**src/ccs_consts.vh**
```
// Register offsets, field positions, reset values and widths for the colour select block.
// Included by the design file; holds definitions only.
`ifndef CCS_CONSTS_VH
`define CCS_CONSTS_VH
`define CCS_ADDR_W 16
`define CCS_OFF_CTRL2 16'hD016
`define CCS_OFF_BG0 16'hD021
`define CCS_OFF_BG1 16'hD022
`define CCS_OFF_BG2 16'hD023
`define CCS_OFF_MEMSET 16'hD018
`define CCS_OFF_STATUS 16'hD0F0
`define CCS_MC_BIT 4
`define CCS_CBASE_LO 0
`define CCS_CBASE_HI 3
`define CCS_BASE_SHIFT 11
`define CCS_CELL_MC_BIT 3
`define CCS_ROWS 3'h7
`define CCS_RST_REG 8'h00
`define CCS_RST_MEMSET 8'h0C
`define CCS_FIFO_W 12
`define CCS_FIFO_D 4
`define CCS_DOTS 3'h7
`endif

```
**src/ccs_fifo.v**
```verilog
// Holds no logic: the cell FIFO module is defined beside the colour select block.
// Assumes nothing of its surroundings.

```
**src/ccs_color_select.v**
```verilog
// Character cell colour selection: glyph row byte plus colour nibble in, colour dots out.
// Also holds the four-word cell FIFO between glyph fetch and the dot serialiser.
// Assumes an APB master on pclk and a pixel sink that may stall with dot_ready.
//
// What this block does
// Row byte bit 7 is the leftmost dot, bit 0 the rightmost.
// A glyph has eight row bytes 0..7 fetched top row to bottom row.
// Standard cell: 0 bit gives background 0, 1 bit gives cell colour.
// Control register bit 4 permits multicolour; clear forces standard cells.
// With multicolour on, colour nibble bit 3 selects multicolour cell.
// Standard cell in multicolour display uses colour value 0..7 as foreground.
// Multicolour cell decodes four bit pairs, each a double-width dot.
// Pair 00, 01, 10 output background registers 0, 1, 2.
// Pair 11 outputs low three bits of the cell colour nibble.
// Text cells take foreground from pair 11, not pair 10 as sprites do.
// Background registers pick 16 colours; multicolour foreground only 8.
// Colour registers are read on every dot, so writes act at once.
// Bits 3..1 of memory setup register select character base; bit 0 is ignored.
// Glyph address is character base plus eight times the code.
// Multicolour pair from bits 7..6 shows first, then 5..4, 3..2, 1..0.
// With multicolour disabled every cell is standard, colour bit 3 only a foreground bit.
`timescale 1ns/1ps
`include "ccs_consts.vh"
module ccs_color_select (
  input wire pclk,
  input wire presetn,
  input wire psel,
  input wire penable,
  input wire pwrite,
  input wire [31:0] paddr,
  input wire [31:0] pwdata,
  output reg [31:0] prdata,
  output reg pready,
  output reg pslverr,
  input wire cell_valid,
  output reg cell_ready,
  input wire [7:0] cell_code,
  input wire [3:0] cell_color,
  output reg [13:0] glyph_addr,
  output reg glyph_req,
  input wire [7:0] glyph_row,
  input wire glyph_ack,
  output reg [3:0] dot_color,
  output reg dot_valid,
  input wire dot_ready
);

  ////////////////////////////////////////////////////////////////////////////
  // Register file.

  reg [7:0] ctrl_two;
  reg [7:0] bg0;
  reg [7:0] bg1;
  reg [7:0] bg2;
  reg [7:0] mem_setup;
  reg [2:0] row_sel;
  reg busy;
  wire [15:0] addr;
  reg [31:0] next_rdata;
  reg addr_ok;
  wire setup_phase;
  wire write_take;

  assign addr = paddr[15:0];
  assign setup_phase = psel && !penable;
  // A write lands only on the edge where the access phase meets pready.
  assign write_take = psel && penable && pready && pwrite && addr_ok;

  always @* begin
    next_rdata = 32'h00000000;
    addr_ok = 1'b1;
    case (addr)
      `CCS_OFF_CTRL2: next_rdata = {24'h000000, ctrl_two};
      `CCS_OFF_BG0: next_rdata = {24'h000000, bg0};
      `CCS_OFF_BG1: next_rdata = {24'h000000, bg1};
      `CCS_OFF_BG2: next_rdata = {24'h000000, bg2};
      `CCS_OFF_MEMSET: next_rdata = {24'h000000, mem_setup};
      `CCS_OFF_STATUS: next_rdata = {28'h0000000, busy, row_sel};
      default: addr_ok = 1'b0;
    endcase
    if (paddr[31:16] != 16'h0000) begin
      addr_ok = 1'b0;
    end
  end

  // Slave answers in the first access cycle; pready is a registered pulse.
  always @(posedge pclk or negedge presetn) begin
    if (!presetn) begin
      ctrl_two <= `CCS_RST_REG;
      bg0 <= `CCS_RST_REG;
      bg1 <= `CCS_RST_REG;
      bg2 <= `CCS_RST_REG;
      mem_setup <= `CCS_RST_MEMSET;
      prdata <= 32'h00000000;
      pready <= 1'b0;
      pslverr <= 1'b0;
    end else begin
      pready <= 1'b0;
      pslverr <= 1'b0;
      if (setup_phase) begin
        pready <= 1'b1;
        pslverr <= !addr_ok;
        prdata <= (!pwrite && addr_ok) ? next_rdata : 32'h00000000;
      end
      if (write_take) begin
        case (addr)
          `CCS_OFF_CTRL2: ctrl_two <= pwdata[7:0];
          `CCS_OFF_BG0: bg0 <= pwdata[7:0];
          `CCS_OFF_BG1: bg1 <= pwdata[7:0];
          `CCS_OFF_BG2: bg2 <= pwdata[7:0];
          `CCS_OFF_MEMSET: mem_setup <= pwdata[7:0];
          default: ctrl_two <= ctrl_two;
        endcase
      end
    end
  end

  ////////////////////////////////////////////////////////////////////////////
  // Glyph fetch: one row byte per cell, the row selected by row_sel.

  localparam ST_IDLE = 2'b00;
  localparam ST_FETCH = 2'b01;
  localparam ST_PUSH = 2'b10;

  reg [1:0] state;
  reg [7:0] hold_row;
  reg [3:0] hold_color;
  wire fifo_in_ready;
  wire fifo_out_valid;
  wire [11:0] fifo_out_data;
  reg fifo_pop;
  wire [13:0] char_base;
  wire [13:0] cell_offset;

  // Ready is a flop that tracks the idle state, so the port comes straight from a register.

  // Base in 2 KB steps from the field's upper bits; bit 0 of the field is ignored.
  assign char_base = {mem_setup[`CCS_CBASE_HI:`CCS_CBASE_LO+1], {`CCS_BASE_SHIFT{1'b0}}};
  // Eight row bytes per code, so the code sits three bits up with the row below it.
  assign cell_offset = {3'h0, cell_code, row_sel};

  always @(posedge pclk or negedge presetn) begin
    if (!presetn) begin
      state <= ST_IDLE;
      glyph_addr <= 14'h0000;
      glyph_req <= 1'b0;
      hold_row <= 8'h00;
      hold_color <= 4'h0;
      busy <= 1'b0;
      cell_ready <= 1'b1;
    end else begin
      case (state)
        ST_IDLE: begin
          if (cell_valid) begin
            glyph_addr <= char_base + cell_offset; // see
            hold_color <= cell_color;
            glyph_req <= 1'b1;
            busy <= 1'b1;
            cell_ready <= 1'b0;
            state <= ST_FETCH;
          end
        end
        ST_FETCH: begin
          if (glyph_ack) begin
            glyph_req <= 1'b0;
            hold_row <= glyph_row;
            state <= ST_PUSH;
          end
        end
        ST_PUSH: begin
          if (fifo_in_ready) begin
            busy <= 1'b0;
            cell_ready <= 1'b1;
            state <= ST_IDLE;
          end
        end
        default: state <= ST_IDLE;
      endcase
    end
  end

  ccs_fifo #(
    .WIDTH(`CCS_FIFO_W),
    .DEPTH(`CCS_FIFO_D)
  ) u_fifo (
    .pclk(pclk),
    .presetn(presetn),
    .in_valid(state == ST_PUSH),
    .in_ready(fifo_in_ready),
    .in_data({hold_color, hold_row}),
    .out_valid(fifo_out_valid),
    .out_ready(fifo_pop),
    .out_data(fifo_out_data)
  );

  ////////////////////////////////////////////////////////////////////////////
  // Dot serialiser. Colours are looked up per dot so register writes show at once.

  reg [7:0] sh_row;
  reg [3:0] sh_color;
  reg [2:0] dot_idx;
  reg loaded;
  wire mc_cell;
  wire [1:0] pair;
  wire dot_bit;
  reg [3:0] next_color;
  wire advance;

  // A dot leaves when the sink takes it or when no dot is pending.
  assign advance = dot_ready || !dot_valid;
  assign mc_cell = ctrl_two[`CCS_MC_BIT] && sh_color[`CCS_CELL_MC_BIT]; // see see
  // Pair index steps every second dot, bits 7..6 first, giving double-width dots.
  assign pair = sh_row[{~dot_idx[2:1], 1'b1} -: 2]; // see
  assign dot_bit = sh_row[~dot_idx];

  always @* begin
    fifo_pop = advance && (!loaded || dot_idx == `CCS_DOTS);
    if (mc_cell) begin
      case (pair) // see
        2'b00: next_color = bg0[3:0];
        2'b01: next_color = bg1[3:0];
        2'b10: next_color = bg2[3:0];
        default: next_color = {1'b0, sh_color[2:0]}; // see
      endcase
    end else begin
      next_color = dot_bit ? sh_color : bg0[3:0]; // see
    end
  end

  always @(posedge pclk or negedge presetn) begin
    if (!presetn) begin
      sh_row <= 8'h00;
      sh_color <= 4'h0;
      dot_idx <= 3'h0;
      loaded <= 1'b0;
      dot_valid <= 1'b0;
      dot_color <= 4'h0;
    end else if (advance) begin
      if (loaded) begin
        dot_color <= next_color;
        dot_valid <= 1'b1;
        dot_idx <= dot_idx + 3'h1;
      end else begin
        dot_valid <= 1'b0;
      end
      if (fifo_pop) begin
        loaded <= fifo_out_valid;
        dot_idx <= 3'h0;
        if (fifo_out_valid) begin
          sh_row <= fifo_out_data[7:0];
          sh_color <= fifo_out_data[11:8];
        end
      end
    end
  end

  // Row advances after each cell; a whole glyph row set is eight rows top down.
  always @(posedge pclk or negedge presetn) begin
    if (!presetn) begin
      row_sel <= 3'h0;
    end else if (state == ST_PUSH && fifo_in_ready) begin
      row_sel <= (row_sel == `CCS_ROWS) ? 3'h0 : row_sel + 3'h1;
    end
  end

endmodule // ccs_color_select

////////////////////////////////////////////////////////////////////////////
// Cell FIFO: buffers glyph rows with their colour nibbles between fetch and dots.
// It decouples the memory fetch from a sink that may stall for whole cells.

module ccs_fifo #(
  parameter WIDTH = 12,
  parameter DEPTH = 4
) (
  input wire pclk,
  input wire presetn,
  input wire in_valid,
  output wire in_ready,
  input wire [WIDTH-1:0] in_data,
  output wire out_valid,
  input wire out_ready,
  output wire [WIDTH-1:0] out_data
);

  localparam AW = (DEPTH <= 2) ? 1 : $clog2(DEPTH);
  localparam [AW-1:0] LAST = DEPTH[AW-1:0] - 1'b1;
  localparam [AW:0] FULL = DEPTH[AW:0];

  reg [WIDTH-1:0] mem [0:DEPTH-1];
  reg [AW-1:0] wr_ptr;
  reg [AW-1:0] rd_ptr;
  reg [AW:0] count;
  reg [AW-1:0] next_wr_ptr;
  reg [AW-1:0] next_rd_ptr;
  reg [AW:0] next_count;
  wire do_wr;
  wire do_rd;

  assign in_ready = (count != FULL);
  assign out_valid = (count != {(AW+1){1'b0}});
  assign out_data = mem[rd_ptr];
  assign do_wr = in_valid && in_ready;
  assign do_rd = out_valid && out_ready;

  // Pointers wrap at the last entry, so a depth that is not a power of two works too.
  always @* begin
    next_wr_ptr = wr_ptr;
    next_rd_ptr = rd_ptr;
    next_count = count;
    if (do_wr) begin
      next_wr_ptr = (wr_ptr == LAST) ? {AW{1'b0}} : wr_ptr + 1'b1;
    end
    if (do_rd) begin
      next_rd_ptr = (rd_ptr == LAST) ? {AW{1'b0}} : rd_ptr + 1'b1;
    end
    if (do_wr && !do_rd) begin
      next_count = count + 1'b1;
    end else if (do_rd && !do_wr) begin
      next_count = count - 1'b1;
    end
  end

  // Storage has no reset; out_valid keeps stale words from being seen.
  always @(posedge pclk) begin
    if (do_wr) begin
      mem[wr_ptr] <= in_data;
    end
  end

  always @(posedge pclk or negedge presetn) begin
    if (!presetn) begin
      wr_ptr <= {AW{1'b0}};
      rd_ptr <= {AW{1'b0}};
      count <= {(AW+1){1'b0}};
    end else begin
      wr_ptr <= next_wr_ptr;
      rd_ptr <= next_rd_ptr;
      count <= next_count;
    end
  end

endmodule // ccs_fifo

```
**config.mk**
```make
export PLATFORM = sky130hd
export DESIGN_NAME = ccs_color_select
export DESIGN_NICKNAME = d
export VERILOG_FILES = /design/src/ccs_fifo.v /design/src/ccs_color_select.v
export VERILOG_INCLUDE_DIRS = /design/src
export SDC_FILE = /design/constraint.sdc
export NUM_CORES = 1
export LEC_CHECK = 0
export BUFFER_PORTS_ARGS = -buffer_cell sky130_fd_sc_hd__buf_2
export CAP_MARGIN = 15
export CORE_MARGIN = 5
export CORE_UTILIZATION = 50
export CTS_CLUSTER_SIZE = 28
export DETAILED_ROUTE_END_ITERATION = 12
export PLACE_DENSITY = 0.79
export SLEW_MARGIN = 20
export SYNTH_ARGS = -nofsm -noshare
export SYNTH_HDL_FRONTEND = slang
export SYNTH_SLANG_ARGS = --single-unit
export TNS_END_PERCENT = 50
```
**constraint.sdc**
```tcl
create_clock -name pclk -period 2.75 [get_ports pclk]
set_clock_uncertainty 0.2 [all_clocks]
set_input_delay 0.55 -clock pclk [delete_from_list [all_inputs] [get_ports pclk]]
set_output_delay 0.55 -clock pclk [all_outputs]
set_load 0.05 [all_outputs]
```
==> qor.csv, run 1 <==
stage;metric;value;unit
status;status;finished clean;
clock_tree;Skew-Pair Late Insertion Delay;430;ps
layout;Layout Utilization;62.2;%
timing;final count of negative-setup-slack endpoints;0;
global_routing;largest net degree at the start of global routing;48;
detailed_routing;via-per-instance ratio;5.49;
clock_tree;H-Tree Depth;4;
setup_path;CP Max Fanout;4;
setup_path;CP Data Arrival Time;2760;ps
setup_path;cell with the largest stage delay on the worst path;dfrtp_2;
clock_tree;CTS buffer count;17;
global_routing;grt total ovfl;0;
timing;Max Slew Vio Count;0;
layout;Nets;719;
setup_path;CP delay by family, top;adder cells;
place;count of input and output buffers;98;
place;Final GP Congestion;0.865;
logic_synthesis;synthesis-stage register bit count;160;
logic_synthesis;Synth Warn #;0;
clock_tree;Max Buffers Root-to-Sink;2;
place;Cells after DPL;772;
setup_path;worst reg2reg path depth;11;
job;max-capacitance violation count;0;
place;placed wire-length estimate;10.8;mm
floorplanning;die width;130;um
detailed_routing;post-route ant nets;0;
clock_tree;clock sink count;160;
setup_path;CP Class;reg2reg;
clock_tree;CTS clk-pin slew, worst paths;60;ps
floorplanning;I/O pins;147;
detailed_routing;final WL;14.8;mm
timing;final hold vios;0;
pwr;pwr dens;930;nW/um^2
logic_synthesis;EDFF count, synth;48;
setup_path;CP Depth;11;
layout;fin cells;809;
logic_synthesis;register area share after synthesis;59.4;%
logic_synthesis;Gate Count Post-Synth;479;
detailed_routing;residual DRC count;0;
place;Setup WS pre-CTS;-273;ps
logic_synthesis;Mapped Avg Cell Area;14.9;um^2
floorplanning;core footprint;13900;um^2
floorplanning;Starting Density;51.4;%
layout;# fillers;1036;
layout;area delta synth->final;21.1;%
timing;minimum clock period;2630;ps
setup_path;CP most frequent cell;ha_1;
timing;Max transition margin;55.5;%
logic_synthesis;Async SR Flop Fraction;70.0;%
detailed_routing;Pre-antenna DRT Iters;6;
logic_synthesis;Syn Std Cell Area;7160;um^2
global_routing;first-pass GRT wire length;24.2;mm
worst_hold_path;Hold Path Depth;2;
timing;Fmax;381;MHz
global_routing;vias in the first global route;4727;
setup_path;Setup crit end kind;flop;
layout;proportion of layout cells with a drive suffix above 1;45.0;%
logic_synthesis;ys flop type;dfrtp_1;
setup_path;WP buf/inv;2;
timing;Least-Margin Pin Slew;667;ps
floorplanning;FP Rows;43;
clock_tree;Root Driver;clkbuf_16;
detailed_routing;DR vias;4443;
detailed_routing;Starting DRT DRC Count;304;
setup_path;crit-path max cell delay;430;ps
timing;crit share post-route;95.5;%
logic_synthesis;Cell variety after synth;57;
pwr;leak pwr;0.00392;uW
worst_hold_path;Hold Crit Class;in2reg;
setup_path;Critical Path Source Type;flop;
setup_path;Worst Path Required;2890;ps
floorplanning;Die ar.;16800;um^2
global_routing;Total Routing Usage GR;18.5;%
clock_tree;CTS tree;built;
detailed_routing;WL/cell;18.3;um
floorplanning;die height;130;um
global_routing;initial antenna violation count;0;
layout;# diodes;0;
setup_path;CP Cell Sequence;ha_1 -> ha_1 -> nand2b_1 -> o311a_1 -> inv_1 -> ha_1 -> inv_1 -> fa_1 -> xor2_1 -> nor2_1 -> xor2_1;
timing;setup ws final;124;ps
pwr;Max IR drop VDD;0.745;mV
==> flip-flops by register name, indices dropped and copies added, names as in the netlist, 2 cells and up <==
| name | flops |
|---|---|
| hold_row | 8 |
| bg1 | 8 |
| glyph_addr | 14 |
| mem_setup | 8 |
| sh_color | 4 |
| bg2 | 8 |
| row_sel | 3 |
| u_fifo.rd_ptr | 2 |
| sh_row | 8 |
| u_fifo.count | 3 |
| dot_idx | 3 |
| u_fifo.wr_ptr | 2 |
| prdata | 8 |
| ctrl_two | 8 |
| bg0 | 8 |
| state | 2 |
| u_fifo.mem | 48 |
| dot_color | 4 |
| hold_color | 4 |
==> per-layer routing <==
metal | track usage [%] | share of wire, % | vias up
li1 | - | - | 2040
met1 | 25.1 | 43 | 2270
met2 | 29.8 | 51 | 117
met3 | 3.87 | 4.3 | 16
met4 | 6.60 | 1.4 | 0
met5 | 0 | 0 | -
==> cells in the final DEF (no fill, tap or decap), types with 4 or more instances in the layout <==
master | netlist | routed
a21oi_1 | 4 | 4
a222oi_1 | 4 | 4
a22o_1 | 13 | 13
a22oi_1 | 6 | 6
and2_1 | 4 | 4
buf_2 | 0 | 97
buf_4 | 24 | 38
clkbuf_16 | 0 | 17
clkinvlp_4 | 0 | 4
conb_1 | 1 | 24
dfrtp_1 | 109 | 108
edfxtp_1 | 48 | 48
ha_1 | 10 | 10
inv_1 | 7 | 7
mux2_2 | 78 | 66
mux2_4 | 8 | 20
mux2i_1 | 17 | 17
mux4_2 | 14 | 14
nand2_1 | 19 | 19
nand2b_1 | 6 | 6
nor2_1 | 9 | 9
nor2b_1 | 6 | 6
nor4_1 | 9 | 9
o211a_1 | 4 | 4
o21ai_0 | 8 | 8
o2bb2ai_1 | 4 | 4
==> kinds of logic (layout without fill, tap and decap cells) <==
family / after synthesis / count (layout) / synth area share, %
DFF: 160 / 160 / 59.4
adders and majority gates: 11 / 11 / 2.03
AOI/OAI and AO/OA: 55 / 55 / 6.10
buffers and inverters: 51 / 178 / 4.14
muxes: 117 / 117 / 20.7
other: 1 / 24 / 0.0524
and+or+nand+nor: 81 / 81 / 7.20
xor gates and xnor gates: 3 / 3 / 0.367
==> final timing paths <==
| path | startpoint | endpoint | slack (ps) |
|---|---|---|---|
| setup / recovery | dot_idx[1]$_DFFE_PN0P_ | u_fifo.count[2]$_DFFE_PN0P_ | 120 |
| hold / removal | glyph_ack | state[0]$_DFFE_PN0P_ | 110 |
| setup reg to reg | dot_idx[1]$_DFFE_PN0P_ | u_fifo.count[2]$_DFFE_PN0P_ | 120 |
| hold reg to reg | glyph_req$_DFFE_PN0P_ | glyph_req$_DFFE_PN0P_ | 280 |
| max in group asynchronous | presetn | dot_idx[1]$_DFFE_PN0P_ | 1180 |
| min in group asynchronous | presetn | prdata[4]$_DFFE_PN0P_ | 480 |
==> worst reg2reg max path: cells and delay by family, from the launching register on <==
family | cells | cell delay [ps]
fa+ha+maj | 4 | 970
flops | 1 | 430
xor+xnor | 2 | 340
simple gates | 2 | 290
compound gates | 1 | 160
buf+inv | 2 | 150
==> final cells by class <==
| cell class | instances | area (um^2) | area share [%] |
|---|---|---|---|
| timing repair buffer | 137 | 801 | 9.24 |
| inverter | 9 | 33.8 | 0.390 |
| sequential | 160 | 4250 | 49.0 |
| tap | 180 | 225 | 2.60 |
| clock buffer | 20 | 447 | 5.15 |
| multi-input combinational | 291 | 2750 | 31.7 |
| clock inverter | 12 | 160 | 1.85 |
==> through the flow <==
stage | power, uW | instance area, um^2 | hold WS [ps] | TNS, ps
after detailed placement | 5700 | 8020 | 266 | -6050
after global routing | 8500 | 8670 | 116 | -0.156
after CTS | 8110 | 8640 | 97.2 | 0
after floorplan | 5090 | 7290 | 54.4 | -6900
final | 8060 | 8670 | 115 | 0
after global placement | 5570 | 8020 | 259 | -5900
==> where the power goes <==
| part | total (uW) | switching (uW) | internal, uW |
|---|---|---|---|
| combinational | 2220 | 1250 | 970 |
| clock | 2370 | 915 | 1460 |
| sequential | 3470 | 411 | 3060 |
| total | 8060 | 2580 | 5490 |
==> timing repair <==
action                     4_1_cts  5_1_grt
hold buffers                     1        0
resized for setup                0        1
setup endpoints to repair        0        1
buffers inserted                 0        4
hold endpoints to repair        42        0
==> Yosys cell counts (all sizes together) (3+ instances only) <==
cell,n,area [um^2]
a21o,3,22.5
a22o,13,114
a222oi,4,40.0
mux2i,17,170
clkbuf,14,52.6
and2,4,25.0
dfrtp,109,2730
or2,3,18.8
mux4,14,315
o2bb2ai,4,35.0
o211a,4,40.0
nand3b,3,22.5
nor2b,6,37.5
dfstp,3,78.8
ha,10,125
nand2b,6,37.5
edfxtp,48,1440
o21ai,8,40.0
a211o,3,26.3
or3,3,23.8
nor2,9,33.8
buf,28,210
nor4,13,124
inv,7,26.3
a21oi,4,20.0
nand2,19,71.3
a22oi,6,45.0
mux2,86,998
Power figures use the tool's default switching activity.
==> run 2, diff against run 1 <==
--- a/config.mk
+++ b/config.mk
@@ -13,6 +13,7 @@
 export CTS_CLUSTER_SIZE = 28
 export DETAILED_ROUTE_END_ITERATION = 12
 export PLACE_DENSITY = 0.79
+export SETUP_SLACK_MARGIN = 0.15
 export SLEW_MARGIN = 20
 export SYNTH_ARGS = -nofsm -noshare
 export SYNTH_HDL_FRONTEND = slang
==> run 2 against run 1 <==
  * Global-route usage is 0.081 points higher
  * Via count fell by 0.41%
  * Core utilization grew 0.090 points
  * Sequential share of layout area decreased by 0.071 points
  * Combinational power is essentially flat
  * Routed wire length barely moved
==> qor.csv, run 2 (synthesis gave the netlist of run 1 again) <==
stage;metric;value;unit;change
layout;fin cells;810;;was 809
floorplanning;I/O pins;147;;unchanged
detailed_routing;WL/cell;18.2;um;was 18.3 um
clock_tree;CTS buffer count;17;;unchanged
layout;Layout Utilization;62.3;%;was 62.2%
place;Cells after DPL;772;;unchanged
timing;Fmax;385;MHz;was 381 MHz
detailed_routing;post-route ant nets;0;;unchanged
clock_tree;H-Tree Depth;4;;unchanged
setup_path;CP Class;in2reg;;was reg2reg
floorplanning;die width;130;um;unchanged
pwr;combinational group share of total power;27.6;%;was 27.5%
setup_path;CP Max Fanout;8;;was 4
timing;Max transition margin;55.6;%;was 55.5%
pwr;leak pwr;0.00392;uW;about the same
floorplanning;Die ar.;16800;um^2;unchanged
layout;FF/Latch Area;4250;um^2;unchanged
layout;Nets;720;;was 719
clock_tree;Skew-Pair Late Insertion Delay;420;ps;was 430 ps
place;count of input and output buffers;98;;unchanged
pwr;P_int;5490;uW;about the same
place;Setup WS pre-CTS;-273;ps;unchanged
layout;proportion of layout cells with a drive suffix above 1;45.4;%;was 45.0%
detailed_routing;via-per-instance ratio;5.46;;was 5.49
detailed_routing;WL met1;6.23;mm;was 6.37 mm
timing;Least-Margin Pin Slew;665;ps;was 667 ps
detailed_routing;Met3 Wirelength;765;um;was 637 um
setup_path;Worst Path Required;2860;ps;was 2890 ps
clock_tree;Max Buffers Root-to-Sink;2;;unchanged
layout;# fillers;1033;;was 1,036
layout;commonest non-fill, non-tap cells in the layout;108 x dfrtp_1, 97 x buf_2, 66 x mux2_2, 48 x edfxtp_1, 39 x buf_4;;was 108 x dfrtp_1, 97 x buf_2, 66 x mux2_2, 48 x edfxtp_1, 38 x buf_4
layout;biggest regs;u_fifo.mem (48), glyph_addr (14);;unchanged
global_routing;largest net degree at the start of global routing;48;;unchanged
layout;Largest register FFs;48;;unchanged
timing;crit share post-route;94.3;%;was 95.5%
setup_path;CP Data Arrival Time;2700;ps;was 2760 ps
layout;most common cell after layout, fill and taps aside;dfrtp_1;;unchanged
timing;Max Slew Vio Count;0;;unchanged
place;Area after DPL;8020;um^2;unchanged
detailed_routing;Pre-antenna DRT Iters;4;;was 6
clock_tree;CTS clk-pin slew, worst paths;60;ps;about the same
layout;post-route cell area;8680;um^2;was 8670 um^2
timing;final hold vios;0;;unchanged
pwr;share of power burned in registers;43.0;%;was 43.1%
status;status;finished clean;;unchanged
clock_tree;CTS tree;built;;unchanged
floorplanning;FP Rows;43;;unchanged
timing;setup ws final;156;ps;was 124 ps
detailed_routing;DR vias;4425;;was 4,443
global_routing;first-pass GRT wire length;24.3;mm;was 24.2 mm
layout;Largest Register;u_fifo.mem;;unchanged
clock_tree;clock sink count;160;;unchanged
layout;Multi-input gate area;2760;um^2;was 2750 um^2
layout;# diodes;0;;unchanged
timing;final count of negative-setup-slack endpoints;0;;unchanged
pwr;NetSw;2580;uW;about the same
floorplanning;die height;130;um;unchanged
pwr;Sw Share;32.0;%;about the same
detailed_routing;uppermost layer routed;met4;;unchanged
layout;area delta synth->final;21.3;%;was 21.1%
timing;minimum clock period;2590;ps;was 2630 ps
pwr;Clk network pwr share;29.4;%;about the same
global_routing;grt total ovfl;0;;unchanged
floorplanning;core footprint;13900;um^2;unchanged
pwr;Max IR drop VDD;0.745;mV;about the same
setup_path;Setup crit end kind;flop;;unchanged
detailed_routing;Starting DRT DRC Count;280;;was 304
pwr;Pwr Total;8070;uW;was 8060 uW
pwr;pwr dens;930;nW/um^2;about the same
clock_tree;Root Driver;clkbuf_16;;unchanged
detailed_routing;met2 WL;7.53;mm;was 7.55 mm
setup_path;Critical Path Source Type;input port;;was flop
global_routing;Total Routing Usage GR;18.6;%;was 18.5%
place;Final GP Congestion;0.865;;unchanged
worst_hold_path;Hold Crit Class;in2reg;;unchanged
detailed_routing;residual DRC count;0;;unchanged
global_routing;initial antenna violation count;0;;unchanged
job;max-capacitance violation count;0;;unchanged
place;placed wire-length estimate;10.8;mm;unchanged
timing;unrepaired setup endpoints after global routing;yes;;
detailed_routing;final WL;14.8;mm;about the same
floorplanning;Starting Density;51.4;%;unchanged
global_routing;vias in the first global route;4741;;was 4,727
-- run 2: cell types whose count changed in the layout (fill, tap and decap cells not counted) --
cell and change:
fa_1 -1, fa_2 +1, ha_1 -1, ha_2 +1
buf_4 +1
-- run 2: final cells by class --
cell class	instances	area share, %
timing repair buffer	138	9.31
sequential	160	49.0
tap	180	2.59
inverter	9	0.389
clock buffer	20	5.15
multi-input combinational	291	31.8
clock inverter	12	1.85
-- run 2: repair_timing --
action | in CTS | in global routing
gates resized for setup | 3 | 0
endpoints found under the hold margin | 42 | 0
endpoints found under the setup margin | 1 | 12
pin swaps | 2 | 2
hold buffers | 1 | 0
buffers inserted | 3 | 2
-- run 2: per-stage QoR --
step | hold slack (ps) | setup TNS, ps
floorplan | 54.4 | -6900
CTS | 97.2 | 0
detailed placement | 266 | -6050
global placement | 259 | -5900
finish | 116 | 0
global route | 116 | 0
-- run 2: power groups by stage --
stage               clock [uW]  combinational [uW]  sequential [uW]
detailed placement           0                2180             3520
CTS                       2430                2240             3470
global route              2530                2430             3540
global placement             0                2110             3460
finish                    2370                2230             3470
floorplan                    0                1280             3810
-- run 2: path summary, 6_finish.rpt --
check / start / to / slack (ps) / depth (start not counted)
setup / recovery: paddr[9] / bg2[4]$_DFFE_PN0P_ / 160 / 6
min in group asynchronous: presetn / prdata[4]$_DFFE_PN0P_ / 480 / 2
max in group asynchronous: presetn / dot_idx[1]$_DFFE_PN0P_ / 1190 / 3
hold / removal: glyph_ack / state[0]$_DFFE_PN0P_ / 120 / 2
setup reg to reg: dot_idx[1]$_DFFE_PN0P_ / u_fifo.count[2]$_DFFE_PN0P_ / 200 / 11
hold reg to reg: glyph_req$_DFFE_PN0P_ / glyph_req$_DFFE_PN0P_ / 280 / 1
-- run 2: metal layers --
layer  global-route usage, %  up-vias
met3                    3.87       22
li1                        -     2041
met1                    25.2     2234
met2                    30.0      128
met4                    6.60        0
met5                       0        -
-- run 2: worst max-delay path: stages --
cell    delay, ps
buf_2          90
or4_4         520
or2_1         240
or3_4         330
or4_4         610
mux2_4        340
